$ cat config.mk
export PLATFORM = sky130hd
export DESIGN_NAME = clfa_top
export DESIGN_NICKNAME = d
export VERILOG_FILES = /design/src/hdl/clfa_pkg.sv /design/src/hdl/clfa_top.sv /design/src/hdl/clfa_sec_timer.sv /design/src/hdl/clfa_out_sel.sv
export VERILOG_INCLUDE_DIRS = /design/src /design/src/hdl
export SDC_FILE = /design/constraint.sdc
export NUM_CORES = 1
export LEC_CHECK = 0
export BUFFER_PORTS_ARGS = -buffer_cell sky130_fd_sc_hd__buf_4
export CAP_MARGIN = 20
export CELL_PAD_IN_SITES_DETAIL_PLACEMENT = 0
export CELL_PAD_IN_SITES_GLOBAL_PLACEMENT = 2
export CORE_ASPECT_RATIO = 0.6
export CORE_MARGIN = 3
export CORE_UTILIZATION = 32
export CTS_CLUSTER_SIZE = 14
export DETAILED_ROUTE_END_ITERATION = 10
export GPL_TIMING_DRIVEN = 0
export PLACE_DENSITY_LB_ADDON = 0.1
export SKIP_LAST_GASP = 1
export SYNTH_ARGS = -nofsm -noshare
export SYNTH_HDL_FRONTEND = slang
export SYNTH_HIERARCHICAL = 1
export SYNTH_SLANG_ARGS = --single-unit
$ cat constraint.sdc
create_clock -name CLK -period 2 [get_ports CLK]
set_input_delay 0.2 -clock CLK [delete_from_list [all_inputs] [get_ports CLK]]
set_output_delay 0.2 -clock CLK [all_outputs]
set_load 0.02 [all_outputs]
$ cat src/hdl/clfa_defs.svh
// Constants of the communication-loss supervision block.
// Assumes CLK runs at 50 MHz and registers sit on a 6-bit parameter index.
// Behaviour
// - One enable bit per I/O stream
// - Enable changes apply only after restart
// - Declare loss when master silent past timeout
// - Timeout seconds, 0 to 180, default 10
// - Zero timeout disables loss detection
// - New timeout acts immediately
// - Loss responses: fault, stop, zero, hold, fallback
// - New loss response acts immediately
// - Fallback response delivers stored fallback words
// - Fallback command 16 bits, others 32 bits
// - Nonzero upper fallback word faults 16-bit drive
// - New fallback words act immediately
// - Restart by power cycle or restart control
// - Restart codes: ready, restart, restore defaults
// - Restart control reads ready after restart
`ifndef CLFA_DEFS_SVH
`define CLFA_DEFS_SVH

`define CLFA_OFS_TIMEOUT 6'h0B
`define CLFA_OFS_RESTART 6'h0E
`define CLFA_OFS_ACTION 6'h0F
`define CLFA_OFS_IOEN 6'h10
`define CLFA_OFS_IOACT 6'h11
`define CLFA_OFS_FB_CMD 6'h19
`define CLFA_OFS_FB_REF 6'h1A
`define CLFA_OFS_FB_AUX 6'h1B

`define CLFA_RST_TIMEOUT 16'h000A
`define CLFA_TIMEOUT_MAX 16'h00B4
`define CLFA_RST_IOEN 5'h01
`define CLFA_RST_FB32 32'h00000000
`define CLFA_RST_FB16 16'h0000
`define CLFA_ACTION_MAX 3'h4
`define CLFA_IOEN_W 5
`define CLFA_IOEN_CMD 0
`define CLFA_AUX_N 4

`define CLFA_CLK_PERIOD_NS 20
`define CLFA_SECOND_NS 1000000000
`define CLFA_SEC_CYCLES (`CLFA_SECOND_NS / `CLFA_CLK_PERIOD_NS)

`endif

$ cat src/hdl/clfa_pkg.sv
// Types shared by the communication-loss supervision block.
// Assumes nothing beyond a SystemVerilog compiler.
package clfa_pkg;

  typedef enum logic [2:0] {
    CLFA_ACT_FAULT = 3'h0,
    CLFA_ACT_STOP = 3'h1,
    CLFA_ACT_ZERO = 3'h2,
    CLFA_ACT_HOLD = 3'h3,
    CLFA_ACT_SEND = 3'h4
  } clfa_action_e;

  typedef enum logic [1:0] {
    CLFA_RS_READY = 2'h0,
    CLFA_RS_RESTART = 2'h1,
    CLFA_RS_DEFAULTS = 2'h2
  } clfa_restart_e;

endpackage

$ cat src/hdl/clfa_top.sv
// Communication-loss supervision and I/O selection between master and drive.
// Assumes a same-clock parameter port and message-valid pulse; the 16-bit
// drive-word strap arrives asynchronously from the drive side.
`timescale 1ns/1ps
`default_nettype none
`include "clfa_defs.svh"
module clfa_top #(
  parameter int unsigned SEC_CYCLES = `CLFA_SEC_CYCLES
) (
  input wire logic CLK,
  input wire logic NRST,
  input wire logic PAR_WR,
  input wire logic PAR_RD,
  input wire logic [5:0] PAR_ADDR,
  input wire logic [31:0] PAR_WDATA,
  output logic [31:0] PAR_RDATA,
  input wire logic MSG_VALID,
  input wire logic [15:0] NET_CMD,
  input wire logic [31:0] NET_REF,
  input wire logic [31:0] NET_AUX_A,
  input wire logic [31:0] NET_AUX_B,
  input wire logic [31:0] NET_AUX_C,
  input wire logic [31:0] NET_AUX_D,
  input wire logic DRV_REF16_PIN,
  output logic [15:0] DRV_CMD,
  output logic [31:0] DRV_REF,
  output logic [31:0] DRV_AUX_A,
  output logic [31:0] DRV_AUX_B,
  output logic [31:0] DRV_AUX_C,
  output logic [31:0] DRV_AUX_D,
  output logic DRV_CMD_EN,
  output logic [3:0] DRV_AUX_EN,
  output logic DRV_FAULT,
  output logic DRV_STOP,
  output logic COMM_LOSS,
  output logic FLT_CFG_ERR
);
  localparam int AN = `CLFA_AUX_N;

  // Write strobe for one register index
  function automatic logic wr_hit(input logic wr, input logic [5:0] a,
                                  input logic [5:0] ofs);
    wr_hit = wr && (a == ofs);
  endfunction

  logic [15:0] timeout_r;
  logic [15:0] timeout_nxt;
  clfa_pkg::clfa_action_e action_r;
  clfa_pkg::clfa_action_e action_nxt;
  clfa_pkg::clfa_restart_e rs_code_r;
  clfa_pkg::clfa_restart_e rs_code_nxt;
  logic restart_r;
  logic [`CLFA_IOEN_W-1:0] io_en_r;
  logic [`CLFA_IOEN_W-1:0] io_en_nxt;
  logic [`CLFA_IOEN_W-1:0] io_act_r;
  logic [15:0] fb_cmd_r;
  logic [15:0] fb_cmd_nxt;
  logic [31:0] fb_ref_r;
  logic [31:0] fb_ref_nxt;
  logic [AN-1:0][31:0] fb_aux_r;
  logic [AN-1:0][31:0] fb_aux_nxt;
  logic ref16_s1_r;
  logic ref16_s2_r;
  logic [31:0] rdata_r;
  logic [15:0] cmd_r;
  logic [31:0] ref_r;
  logic [AN-1:0][31:0] aux_r;
  logic fault_r;
  logic stop_r;
  logic [15:0] cmd_nxt;
  logic [31:0] ref_nxt;
  logic [AN-1:0][31:0] aux_nxt;
  logic fault_nxt;
  logic stop_nxt;
  logic loss;
  logic fb_err;
  logic [31:0] rd_mux;

  wire wr_timeout = wr_hit(PAR_WR, PAR_ADDR, `CLFA_OFS_TIMEOUT);
  wire wr_restart = wr_hit(PAR_WR, PAR_ADDR, `CLFA_OFS_RESTART);
  wire wr_action = wr_hit(PAR_WR, PAR_ADDR, `CLFA_OFS_ACTION);
  wire wr_ioen = wr_hit(PAR_WR, PAR_ADDR, `CLFA_OFS_IOEN);
  wire wr_fbcmd = wr_hit(PAR_WR, PAR_ADDR, `CLFA_OFS_FB_CMD);
  wire wr_fbref = wr_hit(PAR_WR, PAR_ADDR, `CLFA_OFS_FB_REF);
  wire [15:0] wd16 = PAR_WDATA[15:0];
  wire timeout_ok = (wd16 <= `CLFA_TIMEOUT_MAX);
  wire action_ok = (wd16 <= {13'h0000, `CLFA_ACTION_MAX});
  wire go_restart = wr_restart && (wd16 == 16'h0001);
  wire go_defaults = wr_restart && (wd16 == 16'h0002);
  wire msg_or_restart = MSG_VALID | restart_r;

  // Restoring defaults rewrites the stored values only; the streams in
  // use change at the restart that must follow
  assign timeout_nxt = go_defaults ? `CLFA_RST_TIMEOUT :
                       (wr_timeout && timeout_ok) ? wd16 :
                       timeout_r;
  assign action_nxt = go_defaults ? clfa_pkg::CLFA_ACT_FAULT :
                      (wr_action && action_ok) ?
                      clfa_pkg::clfa_action_e'(PAR_WDATA[2:0]) :
                      action_r;
  assign io_en_nxt = go_defaults ? `CLFA_RST_IOEN :
                     wr_ioen ? PAR_WDATA[`CLFA_IOEN_W-1:0] : io_en_r;
  assign fb_cmd_nxt = go_defaults ? `CLFA_RST_FB16 :
                      wr_fbcmd ? wd16 : fb_cmd_r;
  assign fb_ref_nxt = go_defaults ? `CLFA_RST_FB32 :
                      wr_fbref ? PAR_WDATA : fb_ref_r;
  assign rs_code_nxt = restart_r ? clfa_pkg::CLFA_RS_READY :
                       go_restart ? clfa_pkg::CLFA_RS_RESTART :
                       go_defaults ? clfa_pkg::CLFA_RS_DEFAULTS :
                       rs_code_r;

  genvar i;
  generate
    for (i = 0; i < AN; i++) begin : g_fb
      wire wr_aux = wr_hit(PAR_WR, PAR_ADDR,
                           `CLFA_OFS_FB_AUX + 6'(i));
      assign fb_aux_nxt[i] = go_defaults ? `CLFA_RST_FB32 :
                             wr_aux ? PAR_WDATA : fb_aux_r[i];
    end
  endgenerate

  // Upper words must be zero for every enabled stream of a 16-bit drive
  logic [AN:0] upper_bad;
  assign upper_bad[0] = io_act_r[`CLFA_IOEN_CMD] &&
                        (fb_ref_r[31:16] != 16'h0000);
  generate
    for (i = 0; i < AN; i++) begin : g_upper
      assign upper_bad[i+1] = io_act_r[i+1] &&
                              (fb_aux_r[i][31:16] != 16'h0000);
    end
  endgenerate
  assign fb_err = ref16_s2_r & (|upper_bad);

  assign rd_mux =
    (PAR_ADDR == `CLFA_OFS_TIMEOUT) ? {16'h0000, timeout_r} :
    (PAR_ADDR == `CLFA_OFS_RESTART) ? {30'h00000000, rs_code_r} :
    (PAR_ADDR == `CLFA_OFS_ACTION) ? {29'h00000000, action_r} :
    (PAR_ADDR == `CLFA_OFS_IOEN) ? {27'h0000000, io_en_r} :
    (PAR_ADDR == `CLFA_OFS_IOACT) ? {27'h0000000, io_act_r} :
    (PAR_ADDR == `CLFA_OFS_FB_CMD) ? {16'h0000, fb_cmd_r} :
    (PAR_ADDR == `CLFA_OFS_FB_REF) ? fb_ref_r :
    (PAR_ADDR == `CLFA_OFS_FB_AUX) ? fb_aux_r[0] :
    (PAR_ADDR == `CLFA_OFS_FB_AUX + 6'h01) ? fb_aux_r[1] :
    (PAR_ADDR == `CLFA_OFS_FB_AUX + 6'h02) ? fb_aux_r[2] :
    (PAR_ADDR == `CLFA_OFS_FB_AUX + 6'h03) ? fb_aux_r[3] :
    32'h00000000;

  always_ff @(posedge CLK or negedge NRST) begin
    if (!NRST) begin
      timeout_r <= `CLFA_RST_TIMEOUT;
      action_r <= clfa_pkg::CLFA_ACT_FAULT;
      rs_code_r <= clfa_pkg::CLFA_RS_READY;
      io_en_r <= `CLFA_RST_IOEN;
      fb_cmd_r <= `CLFA_RST_FB16;
      fb_ref_r <= `CLFA_RST_FB32;
      fb_aux_r <= '0;
      restart_r <= 1'b0;
      ref16_s1_r <= 1'b0;
      ref16_s2_r <= 1'b0;
      rdata_r <= 32'h00000000;
    end else begin
      timeout_r <= timeout_nxt;
      action_r <= action_nxt;
      rs_code_r <= rs_code_nxt;
      io_en_r <= io_en_nxt;
      fb_cmd_r <= fb_cmd_nxt;
      fb_ref_r <= fb_ref_nxt;
      fb_aux_r <= fb_aux_nxt;
      restart_r <= go_restart;
      ref16_s1_r <= DRV_REF16_PIN;
      ref16_s2_r <= ref16_s1_r;
      if (PAR_RD) begin
        rdata_r <= rd_mux;
      end
    end
  end

  // Power-up counts as a restart: the active set starts from the default
  always_ff @(posedge CLK or negedge NRST) begin
    if (!NRST) begin
      io_act_r <= `CLFA_RST_IOEN;
    end else if (restart_r) begin
      io_act_r <= io_en_r;
    end
  end

  clfa_sec_timer #(
    .TICKS(SEC_CYCLES)
  ) u_timer (
    .clk(CLK),
    .nrst(NRST),
    .clr(msg_or_restart),
    .timeout(timeout_r[7:0]),
    .loss(loss)
  );

  clfa_out_sel u_sel (
    .action(action_r),
    .loss(loss),
    .fb_err(fb_err),
    .io_act(io_act_r),
    .net_cmd(NET_CMD),
    .net_ref(NET_REF),
    .net_aux({NET_AUX_D, NET_AUX_C, NET_AUX_B, NET_AUX_A}),
    .fb_cmd(fb_cmd_r),
    .fb_ref(fb_ref_r),
    .fb_aux(fb_aux_r),
    .hold_cmd(cmd_r),
    .hold_ref(ref_r),
    .hold_aux(aux_r),
    .cmd(cmd_nxt),
    .ref_w(ref_nxt),
    .aux(aux_nxt),
    .fault(fault_nxt),
    .stop(stop_nxt)
  );

  // A restart drops the drive words to zero for one cycle
  always_ff @(posedge CLK or negedge NRST) begin
    if (!NRST) begin
      cmd_r <= 16'h0000;
      ref_r <= 32'h00000000;
      aux_r <= '0;
      fault_r <= 1'b0;
      stop_r <= 1'b0;
    end else if (restart_r) begin
      cmd_r <= 16'h0000;
      ref_r <= 32'h00000000;
      aux_r <= '0;
      fault_r <= 1'b0;
      stop_r <= 1'b0;
    end else begin
      cmd_r <= cmd_nxt;
      ref_r <= ref_nxt;
      aux_r <= aux_nxt;
      fault_r <= fault_nxt;
      stop_r <= stop_nxt;
    end
  end

  assign PAR_RDATA = rdata_r;
  assign DRV_CMD = cmd_r;
  assign DRV_REF = ref_r;
  assign DRV_AUX_A = aux_r[0];
  assign DRV_AUX_B = aux_r[1];
  assign DRV_AUX_C = aux_r[2];
  assign DRV_AUX_D = aux_r[3];
  assign DRV_CMD_EN = io_act_r[`CLFA_IOEN_CMD];
  assign DRV_AUX_EN = io_act_r[`CLFA_IOEN_W-1:1];
  assign DRV_FAULT = fault_r;
  assign DRV_STOP = stop_r;
  assign COMM_LOSS = loss;
  assign FLT_CFG_ERR = fb_err;

  restart_ready_a: assert property (@(posedge CLK)
    disable iff (!NRST) restart_r |=> rs_code_r == clfa_pkg::CLFA_RS_READY)
    else $error("restart control not ready after restart");
  io_apply_a: assert property (@(posedge CLK) disable iff (!NRST)
    go_restart |=> ##1 io_act_r == $past(io_en_r))
    else $error("enables not applied at restart");
  io_frozen_a: assert property (@(posedge CLK) disable iff (!NRST)
    !restart_r |=> $stable(io_act_r))
    else $error("active enables changed without restart");
  defaults_set_a: assert property (@(posedge CLK) disable iff (!NRST)
    go_defaults |=> timeout_r == `CLFA_RST_TIMEOUT &&
    action_r == clfa_pkg::CLFA_ACT_FAULT && $stable(io_act_r))
    else $error("defaults not restored");
  fallback_out_a: assert property (@(posedge CLK) disable iff (!NRST)
    (loss && !restart_r && action_r == clfa_pkg::CLFA_ACT_SEND &&
     io_act_r[`CLFA_IOEN_CMD]) |=> DRV_CMD == $past(fb_cmd_r) &&
    DRV_REF == $past(fb_ref_r))
    else $error("fallback words not delivered");
  fault_stop_a: assert property (@(posedge CLK) disable iff (!NRST)
    (loss && !restart_r && action_r == clfa_pkg::CLFA_ACT_FAULT) |=>
    DRV_FAULT && DRV_STOP && DRV_CMD == 16'h0000)
    else $error("fault response missing");
  stream_off_a: assert property (@(posedge CLK) disable iff (!NRST)
    !io_act_r[`CLFA_IOEN_CMD] |=> DRV_CMD == 16'h0000 &&
    DRV_REF == 32'h00000000)
    else $error("disabled stream carries data");
  upper_fault_a: assert property (@(posedge CLK) disable iff (!NRST)
    (loss && !restart_r && fb_err &&
     action_r == clfa_pkg::CLFA_ACT_SEND) |=> DRV_FAULT)
    else $error("nonzero upper word did not fault");
  timeout_range_a: assert property (@(posedge CLK) disable iff (!NRST)
    (wr_timeout && !timeout_ok) |=> $stable(timeout_r))
    else $error("out-of-range timeout accepted");
  action_range_a: assert property (@(posedge CLK) disable iff (!NRST)
    (wr_action && !action_ok) |=> $stable(action_r))
    else $error("out-of-range loss response accepted");
  stop_only_a: assert property (@(posedge CLK) disable iff (!NRST)
    (loss && !restart_r && action_r == clfa_pkg::CLFA_ACT_STOP) |=>
    DRV_STOP && !DRV_FAULT && DRV_CMD == 16'h0000)
    else $error("stop response wrong");
  zero_data_a: assert property (@(posedge CLK) disable iff (!NRST)
    (loss && !restart_r && action_r == clfa_pkg::CLFA_ACT_ZERO) |=>
    !DRV_STOP && !DRV_FAULT && DRV_CMD == 16'h0000 &&
    DRV_REF == 32'h00000000)
    else $error("zero data response wrong");
  hold_last_a: assert property (@(posedge CLK) disable iff (!NRST)
    (loss && !restart_r && action_r == clfa_pkg::CLFA_ACT_HOLD) |=>
    $stable(DRV_CMD) && $stable(DRV_REF) && !DRV_STOP)
    else $error("hold response changed the drive words");
  restart_wipe_a: assert property (@(posedge CLK) disable iff (!NRST)
    restart_r |=> DRV_CMD == 16'h0000 && DRV_REF == 32'h00000000 &&
    !DRV_FAULT)
    else $error("restart left drive words set");
  net_pass_a: assert property (@(posedge CLK) disable iff (!NRST)
    (!loss && !restart_r && io_act_r[`CLFA_IOEN_CMD]) |=>
    DRV_CMD == $past(NET_CMD) && DRV_REF == $past(NET_REF))
    else $error("enabled stream not passed through");
endmodule
`default_nettype wire

$ cat src/hdl/clfa_sec_timer.sv
// Seconds timer that declares loss of master communication.
// Assumes clr is a same-clock pulse for each valid message or restart.
`timescale 1ns/1ps
`default_nettype none
`include "clfa_defs.svh"
module clfa_sec_timer #(
  parameter int unsigned TICKS = `CLFA_SEC_CYCLES
) (
  input wire logic clk,
  input wire logic nrst,
  input wire logic clr,
  input wire logic [7:0] timeout,
  output logic loss
);
  localparam int unsigned DW = $clog2(TICKS);
  localparam logic [DW-1:0] LAST = DW'(TICKS - 1);

  logic [DW-1:0] div_r;
  logic [DW-1:0] div_nxt;
  logic [7:0] secs_r;
  logic [7:0] secs_nxt;
  logic loss_r;
  logic loss_nxt;
  wire last = (div_r == LAST);
  wire sec_tick = last & ~clr;
  wire expired = (timeout != 8'h00) && (secs_r >= timeout);

  // Divider and seconds count both restart on every message
  assign div_nxt = (clr | last) ? '0 : div_r + 1'b1;
  assign secs_nxt = clr ? 8'h00 :
                    (sec_tick && secs_r != 8'hFF) ? secs_r + 8'h01 :
                    secs_r;
  assign loss_nxt = (clr || timeout == 8'h00) ? 1'b0 :
                    (expired | loss_r);
  assign loss = loss_r;

  always_ff @(posedge clk or negedge nrst) begin
    if (!nrst) begin
      div_r <= '0;
      secs_r <= 8'h00;
      loss_r <= 1'b0;
    end else begin
      div_r <= div_nxt;
      secs_r <= secs_nxt;
      loss_r <= loss_nxt;
    end
  end

  loss_clear_a: assert property (@(posedge clk) disable iff (!nrst)
    clr |=> !loss) else $error("loss not cleared by message");
  zero_off_a: assert property (@(posedge clk) disable iff (!nrst)
    (timeout == 8'h00) |=> !loss) else $error("loss with zero timeout");
  loss_cause_a: assert property (@(posedge clk) disable iff (!nrst)
    $rose(loss) |-> $past(expired) && !$past(clr))
    else $error("loss rose without expiry");
  sticky_loss_a: assert property (@(posedge clk) disable iff (!nrst)
    (loss && !clr && timeout != 8'h00) |=> loss)
    else $error("loss dropped without message");
endmodule
`default_nettype wire

$ cat src/hdl/clfa_out_sel.sv
// Selects the words sent to the drive in normal and loss operation.
// Assumes hold_* are the words presently driven out.
`timescale 1ns/1ps
`default_nettype none
`include "clfa_defs.svh"
module clfa_out_sel (
  input wire clfa_pkg::clfa_action_e action,
  input wire logic loss,
  input wire logic fb_err,
  input wire logic [`CLFA_IOEN_W-1:0] io_act,
  input wire logic [15:0] net_cmd,
  input wire logic [31:0] net_ref,
  input wire logic [`CLFA_AUX_N-1:0][31:0] net_aux,
  input wire logic [15:0] fb_cmd,
  input wire logic [31:0] fb_ref,
  input wire logic [`CLFA_AUX_N-1:0][31:0] fb_aux,
  input wire logic [15:0] hold_cmd,
  input wire logic [31:0] hold_ref,
  input wire logic [`CLFA_AUX_N-1:0][31:0] hold_aux,
  output logic [15:0] cmd,
  output logic [31:0] ref_w,
  output logic [`CLFA_AUX_N-1:0][31:0] aux,
  output logic fault,
  output logic stop
);
  wire cmd_en = io_act[`CLFA_IOEN_CMD];
  wire is_send = (action == clfa_pkg::CLFA_ACT_SEND);
  wire is_hold = (action == clfa_pkg::CLFA_ACT_HOLD);
  wire use_net = ~loss;
  wire use_fb = loss & is_send;
  wire use_hold = loss & is_hold;

  // Disabled streams always carry zero
  assign cmd = !cmd_en ? 16'h0000 : use_net ? net_cmd :
               use_fb ? fb_cmd : use_hold ? hold_cmd : 16'h0000;
  assign ref_w = !cmd_en ? 32'h00000000 : use_net ? net_ref :
                 use_fb ? fb_ref : use_hold ? hold_ref : 32'h00000000;

  genvar i;
  generate
    for (i = 0; i < `CLFA_AUX_N; i++) begin : g_aux
      assign aux[i] = !io_act[i+1] ? 32'h00000000 : use_net ? net_aux[i] :
                      use_fb ? fb_aux[i] : use_hold ? hold_aux[i] :
                      32'h00000000;
    end
  endgenerate

  // Unknown codes cannot be stored; an unlisted code would raise neither fault nor stop
  assign fault = loss & ((action == clfa_pkg::CLFA_ACT_FAULT) |
                         (is_send & fb_err));
  assign stop = loss & ((action == clfa_pkg::CLFA_ACT_FAULT) |
                        (action == clfa_pkg::CLFA_ACT_STOP));
endmodule
`default_nettype wire

# After elaboration in Yosys (flattened, before gate mapping)
# Index checks and enable logic that the tools add are counted.
word_totals:
  register_bits: 455
  inputBits: 220
  wordCells: 170
op_classes:
  n_addsub: 2
  order_cmp: 3
  eq_ne: 23
  muxes: 61
  bitwise: 13
  reduce_logical: 42
op_table:
  columns: ["op", "n"]
  rows:
  - ["two-way mux 32 bit", 38]
  - ["two-way mux 16 bit", 9]
  - ["two-way mux 128 bit", 1]
  - ["nonzero test 16 bit", 5]
  - ["== test 6 x 5 -> 1 bit (second input constant)", 8]
  - ["adder 26 x 1 -> 26 bit (second input constant)", 1]
  - ["== test 26 bit (second input constant)", 1]
  - ["two-way mux 26 bit", 1]
  - ["inequality test 5 x 4 -> 1 bit (second input constant)", 5]
  - ["logical AND 1 bit", 21]
  - ["nonzero test 2 bit", 10]
  - ["== test 6 x 4 -> 1 bit (second input constant)", 3]
  - ["== test 16 x 1 -> 1 bit (second input constant)", 1]
  - ["== test 16 x 2 -> 1 bit (second input constant)", 1]
  - ["less-or-equal comparator 16 x 3 -> 1 bit (second input constant)", 1]
  - ["less-or-equal comparator 16 x 8 -> 1 bit (second input constant)", 1]
  - ["two-way mux 8 bit", 2]
  - ["two-way mux 5 bit", 2]
  - ["adder 8 x 1 -> 8 bit (second input constant)", 1]
  - [">= comparator 8 bit", 1]
  - ["logical NOT 8 bit", 1]
  - ["inequality test 8 bit (second input constant)", 1]
  - ["nonzero test 8 bit", 1]
  - ["AND 1 bit", 7]
  - ["12 further kinds", 21]

# Longest topological paths before layout
depth:
  ltp_word: 12
  depth_mapped: 9

# Modules after synthesis
# Netlist, hierarchy kept.
by_module_without_submodules:
  columns: ["mod", "n_inst", "cells_per_inst", "area_each_um2", "seq_area_each_um2"]
  rows:
  - ["clfa_top", 1, 1578, 17201.5, 10515.1]
  - ["clfa_out_sel", 1, 880, 6438.7, 0.0]
  - ["clfa_sec_timer", 1, 226, 2112.0, 875.8]

# Worst setup path after synthesis
# OpenSTA, ideal clock, no wires.
synth_path:
  path_kind: "flip-flop to flip-flop"
  start: "reg restart_r"
  end: "reg u_timer.secs_r[5]"
  setup_time_ns: 0.125
  arrival_ns: 1.892
  t_required_ns: 1.875
  path_slack_ns: -0.017
  stages_incl_launch_ff: 8
  path_buffers: 4
  period_less_slack_ns: 2.017
  cell_sequence: "dfrtp_1 -> clkbuf_1 -> clkbuf_1 -> clkbuf_1 -> or2_2 -> clkbuf_1 -> nor2_1 -> mux2_2"
synth_via:
  elab_chain_len: 5
synth_lines:
  columns: ["element", "line", "source"]
  rows:
  - ["start, declared", "clfa_top.sv:52", "logic restart_r;"]
  - ["start signal, assigned", "clfa_top.sv:169", "restart_r <= go_restart;"]
  - ["OR 1 bit *", "clfa_top.sv:90", "wire msg_or_restart = MSG_VALID | restart_r;"]
  - ["net msg_or_restart", "clfa_top.sv:90", null]
  - ["NOT 1 bit", "clfa_sec_timer.sv:25", "wire sec_tick = last & ~clr;"]
  - ["AND 1 bit", "clfa_sec_timer.sv:25", null]
  - ["logical AND 1 bit", "clfa_sec_timer.sv:31", "(sec_tick && secs_r != 8'hFF) ? secs_r + 8'h01 :"]
  - ["nonzero test 2 bit (no line)", null, null]
  - ["end signal, assigned", "clfa_sec_timer.sv:44", "secs_r <= secs_nxt;"]
  - ["end, declared", "clfa_sec_timer.sv:20", "logic [7:0] secs_r;"]
# Mark *: on every way through the listed nets, which the timed path passes. The rest lies on a longest branch.
# A chain may end at the register's enable or synchronous reset.

# Final worst setup path
layout_path:
  start: "reg fb_aux_r[119] (netlist name)"
  end: "out FLT_CFG_ERR"
layout_via:
  elab_chain_len: 4
layout_lines:
  columns: ["element", "line", "source"]
  rows:
  - ["start, declared", "clfa_top.sv:60", "logic [AN-1:0][31:0] fb_aux_r;"]
  - ["start signal, assigned", "clfa_top.sv:168", "fb_aux_r <= fb_aux_nxt;"]
  - ["nonzero test 16 bit", "clfa_top.sv:129", "(fb_aux_r[i][31:16] != 16'h0000);"]
  - ["logical AND 1 bit", "clfa_top.sv:128", "assign upper_bad[i+1] = io_act_r[i+1] &&"]
  - ["OR reduction 5 bit", "clfa_top.sv:132", "assign fb_err = ref16_s2_r & (|upper_bad);"]
  - ["AND 1 bit", "clfa_top.sv:132", null]
  - ["end, declared", "clfa_top.sv:36", "output logic FLT_CFG_ERR"]
# No other way between the ends.

==> results.toml <==
[run_status]
status = "finished, violations left"
violated_checks = "negative setup slack"

[yosys]
post_synth_main_area_contributors = "sky130_fd_sc_hd__dfrtp_1, sky130_fd_sc_hd__nand4bb_1, sky130_fd_sc_hd__nand4b_1, sky130_fd_sc_hd__o21ai_0, sky130_fd_sc_hd__nor2b_1"
avgSynthCellArea_um2 = 9.595
synth-seq-cells = 455
netlist_instances = 2684
yosysSeqAreaShare = 0.4423
syn_nets = 2914
mappedNetlistArea_um2 = 25750
ys_warn_count = 6
synth_edf_count = 0
synth.largest_area_cell = "sky130_fd_sc_hd__dfrtp_1"
top_ff_cell_synth = "sky130_fd_sc_hd__dfrtp_1"
post_synth_num_cell_types = 76
async_flop_share = 1.000
synth_top_area_frac = 0.4382

[global_routing]
grt_antenna_before_repair = 10
grt_use_total = 0.2948
first_global_vias = 25019
grt_overflow = 0
grtUsageMet3 = 0.07351
grt.met1_usage = 0.4549
grt_max_degree = 113
met2_usage = 0.4123
grt_first_pass_wirelength_mm = 181.9
top_usage_layer = "met1"

[placed_design]
place.gp.congestion = 0.9254
io_buffers = 430
place.detailed.hpwl_mm = 96.18
pre_cts_slack_ns = -1.678

[drt]
wl_per_cell_um = 29.01
drc = 0
drt_pass1_iterations = 7
drt-vias-per-instance = 5.849
routed_wl_mm = 127.2
drt_iter0_drc = 2977
antenna_violating_nets_post_route = 0
vias = 25642

[critical_path]
timing.critical_path.to_type = "primary output"
critical_path.startpoint_type = "flip-flop"
cp-endpoint = "FLT_CFG_ERR"
regToRegEndpoint = "DRV_FAULT"
r2r.worst_path.cells = 8
critPathArrivalTime_ns = 2.86
criticalPathCategory = "flip-flop to primary output"
critPathLaunch = "fb_aux_r[119]"
cp_data_required_time_ns = 1.80
critPathMaxFanout = 2
timing.rr.start = "fb_aux_r[119]"
regToRegSetupSlack_ns = -0.64

[cts]
ctsRootBufferMaster = "sky130_fd_sc_hd__clkbuf_16"
cts.path.max_buffers = 3
clkSlewWorstSetupHoldPaths_ns = 0.06
tritoncts.num_buffers = 49
cts_sinks = 455
cts_tree = "yes"
clkLatencyLatePin_ns = 0.63
htreeDepth = 2

[die]
die_h_um = 225.7
row_count = 79
floorplan.initialDensity = 0.3277
io_pins = 437
core-area_um2 = 78580
die_width_um = 372.2
area_of_the_die_um2 = 84030

[sta]
final-max-slew-violation-count = 0
min_period_over_period = 1.529
fmaxAchievable_ghz = 0.3269
timing.final.hold_violations = 0
timing.final.setup_violations = 14
fin_skew_ns = 0.03564
slew_headroom = 0.1224
min_period_ns = 3.059
grt_setup_unrepaired = "yes"
timing_worst_slew_pin_value_ns = 1.304
fin_ws_ns = -1.059

[final_layout]
multi_input_area_um2 = 12810
finish.utilization = 0.4278
area_growth_pct = 30.56
nets = 3521
regArea_um2 = 11420
fillers = 7799
drive_gt1_frac = 0.2389

[pwr]
max-vdd-ir-drop_uv = 612.0
power.sequential.fraction = 0.468
power_report.internal_total_uw = 16550
clock_power_share = 0.441
cellPowerDensity_nw_per_um2 = 681.6
share_comb_of_total_power = 0.092
switching_power_as_a_share_of_total_power = 0.2779
p_sw_uw = 6368
leakagePower_uw = 0.01445

[flow_run]
maxCapViolations = 0

[min_path]
hold_path.class = "input port to flip-flop"
synthesized netlist by cell type (13+ instances only):
cell / count
sky130_fd_sc_hd__buf_2: 89
sky130_fd_sc_hd__nand4_1: 18
sky130_fd_sc_hd__nand2_1: 304
sky130_fd_sc_hd__o21ai_0: 236
sky130_fd_sc_hd__nand3_2: 20
sky130_fd_sc_hd__nor4_1: 30
sky130_fd_sc_hd__nor3_1: 13
sky130_fd_sc_hd__nor2_1: 78
sky130_fd_sc_hd__nand4bb_1: 176
sky130_fd_sc_hd__clkbuf_1: 156
sky130_fd_sc_hd__o2bb2ai_1: 19
sky130_fd_sc_hd__dfrtp_1: 451
sky130_fd_sc_hd__buf_4: 32
sky130_fd_sc_hd__inv_1: 35
sky130_fd_sc_hd__o31ai_1: 13
sky130_fd_sc_hd__nand4b_1: 176
sky130_fd_sc_hd__buf_6: 20
sky130_fd_sc_hd__mux2i_1: 85
sky130_fd_sc_hd__a21oi_1: 72
sky130_fd_sc_hd__a31oi_1: 182
sky130_fd_sc_hd__a222oi_1: 18
sky130_fd_sc_hd__o21ai_1: 31
sky130_fd_sc_hd__nor2b_1: 185
sky130_fd_sc_hd__nand3_1: 48
sky130_fd_sc_hd__and3_1: 22
sky130_fd_sc_hd__and2_1: 14
metal layers:
| layer | routed length, µm | vias to the layer above |
|---|---|---|
| met5 | 22 | - |
| met4 | 2255 | 4 |
| met3 | 12600 | 135 |
| met2 | 52010 | 1226 |
| met1 | 60290 | 13084 |
| li1 | - | 11193 |
final cells by class:
class                           count  area share
Inverter                           35    0.003908
Sequential cell                   455      0.3396
Multi-Input combinational cell   1891      0.3810
Antenna cell                        3   0.0002233
Tap cell                         1053     0.03919
Buffer                            300     0.04883
Clock inverter                     15    0.006885
Timing Repair Buffer              559      0.1361
Clock buffer                       73     0.04429
sequential cells by signal, summed over array words and instances (netlist names), 8 cells and up:
| name | flops |
|---|---|
| u_timer/div_r | 26 |
| fb_ref_r | 32 |
| u_timer/secs_r | 8 |
| DRV_AUX_D | 32 |
| DRV_CMD | 16 |
| timeout_r | 16 |
| fb_cmd_r | 16 |
| DRV_AUX_C | 32 |
| PAR_RDATA | 32 |
| DRV_AUX_A | 32 |
| DRV_REF | 32 |
| DRV_AUX_B | 32 |
| fb_aux_r | 128 |
how the worst min path moves through the flow:
stage,startpoint,to,slack (ns),depth (start not counted)
2_1_floorplan,NRST,DRV_AUX_A[0],-0.1,0
3_3_place_gp,DRV_REF16_PIN,ref16_s1_r,0.31,1
3_5_place_dp,NRST,DRV_AUX_D[7],0.18,1
4_1_cts,NET_AUX_A[4],DRV_AUX_A[4],0.0009,4
5_1_grt,NET_CMD[1],DRV_CMD[1],0.02,4
6_report,NET_AUX_B[16],DRV_AUX_B[16],0.04,4
logic make-up (layout without fill, tap and decap cells):
logic type               count (synthesis)  after routing  share of synthesized area
XOR/XNOR                                14             14                   0.004761
buffers and inverters                  338            982                    0.06491
multiplexers                            91             91                    0.03566
AO/OA/AOI/OAI                          642            642                     0.1518
flip-flops                             455            455                     0.4423
adder cells (fa/ha/maj)                 10             10                   0.004859
AND/OR/NAND/NOR                       1134           1134                     0.2956
other                                    0              3                          0
critical path, stage by stage (launching register included):
cell	delay, ns
sky130_fd_sc_hd__dfrtp_2	0.44
sky130_fd_sc_hd__nor4_4	0.31
sky130_fd_sc_hd__nand4_1	0.21
sky130_fd_sc_hd__a222oi_1	0.81
sky130_fd_sc_hd__a21boi_1	0.23
sky130_fd_sc_hd__buf_4	0.23
cells in the final DEF, fill, tap and decap left out, types with 22 or more instances in the layout:
| cell | instances |
|---|---|
| sky130_fd_sc_hd__mux2i_1 | 85 |
| sky130_fd_sc_hd__nand4bb_1 | 176 |
| sky130_fd_sc_hd__o21ai_1 | 32 |
| sky130_fd_sc_hd__clkbuf_1 | 134 |
| sky130_fd_sc_hd__nor2_1 | 78 |
| sky130_fd_sc_hd__and3_1 | 22 |
| sky130_fd_sc_hd__dfrtp_1 | 431 |
| sky130_fd_sc_hd__nand2_1 | 304 |
| sky130_fd_sc_hd__clkbuf_16 | 53 |
| sky130_fd_sc_hd__nand3_1 | 47 |
| sky130_fd_sc_hd__nor2b_1 | 182 |
| sky130_fd_sc_hd__a21oi_1 | 72 |
| sky130_fd_sc_hd__nor4_1 | 22 |
| sky130_fd_sc_hd__buf_2 | 80 |
| sky130_fd_sc_hd__o21ai_0 | 235 |
| sky130_fd_sc_hd__buf_4 | 485 |
| sky130_fd_sc_hd__a31oi_1 | 182 |
| sky130_fd_sc_hd__clkbuf_2 | 28 |
| sky130_fd_sc_hd__nand4b_1 | 176 |
| sky130_fd_sc_hd__inv_1 | 35 |
| sky130_fd_sc_hd__dlygate4sd3_1 | 103 |
through the flow:
stage	setup TNS, ns	total power, µW	instances	area [µm²]	hold slack, ns
after detailed placement	-304.38	12640	4171	30420	0.1833
after floorplan	0	11050	2684	25750	-0.09559
after CTS	-1.620	22980	4371	33440	0.0009024
after global routing	-1.796	23690	4382	33620	0.02051
after global placement	-2243.86	12570	4167	30300	0.3143
final	-1.864	22920	4384	33620	0.03540
power groups by stage:
stage	Clock, µW	Sequential [µW]	Combinational [µW]
6_report	10100	10700	2100
5_1_grt	10700	10700	2290
4_1_cts	10300	10600	2080
3_5_place_dp	0	10800	1830
3_3_place_gp	0	10800	1760
2_1_floorplan	0	10200	812
repair_timing:
item                                    CTS  global route
hold endpoints to repair                271             0
hold buffers                            104             0
pin swaps                                 9            13
gates resized for setup                  56            54
setup buffers                            11            11
endpoints found under the setup margin  290           197
Power figures use the tool's default switching activity.
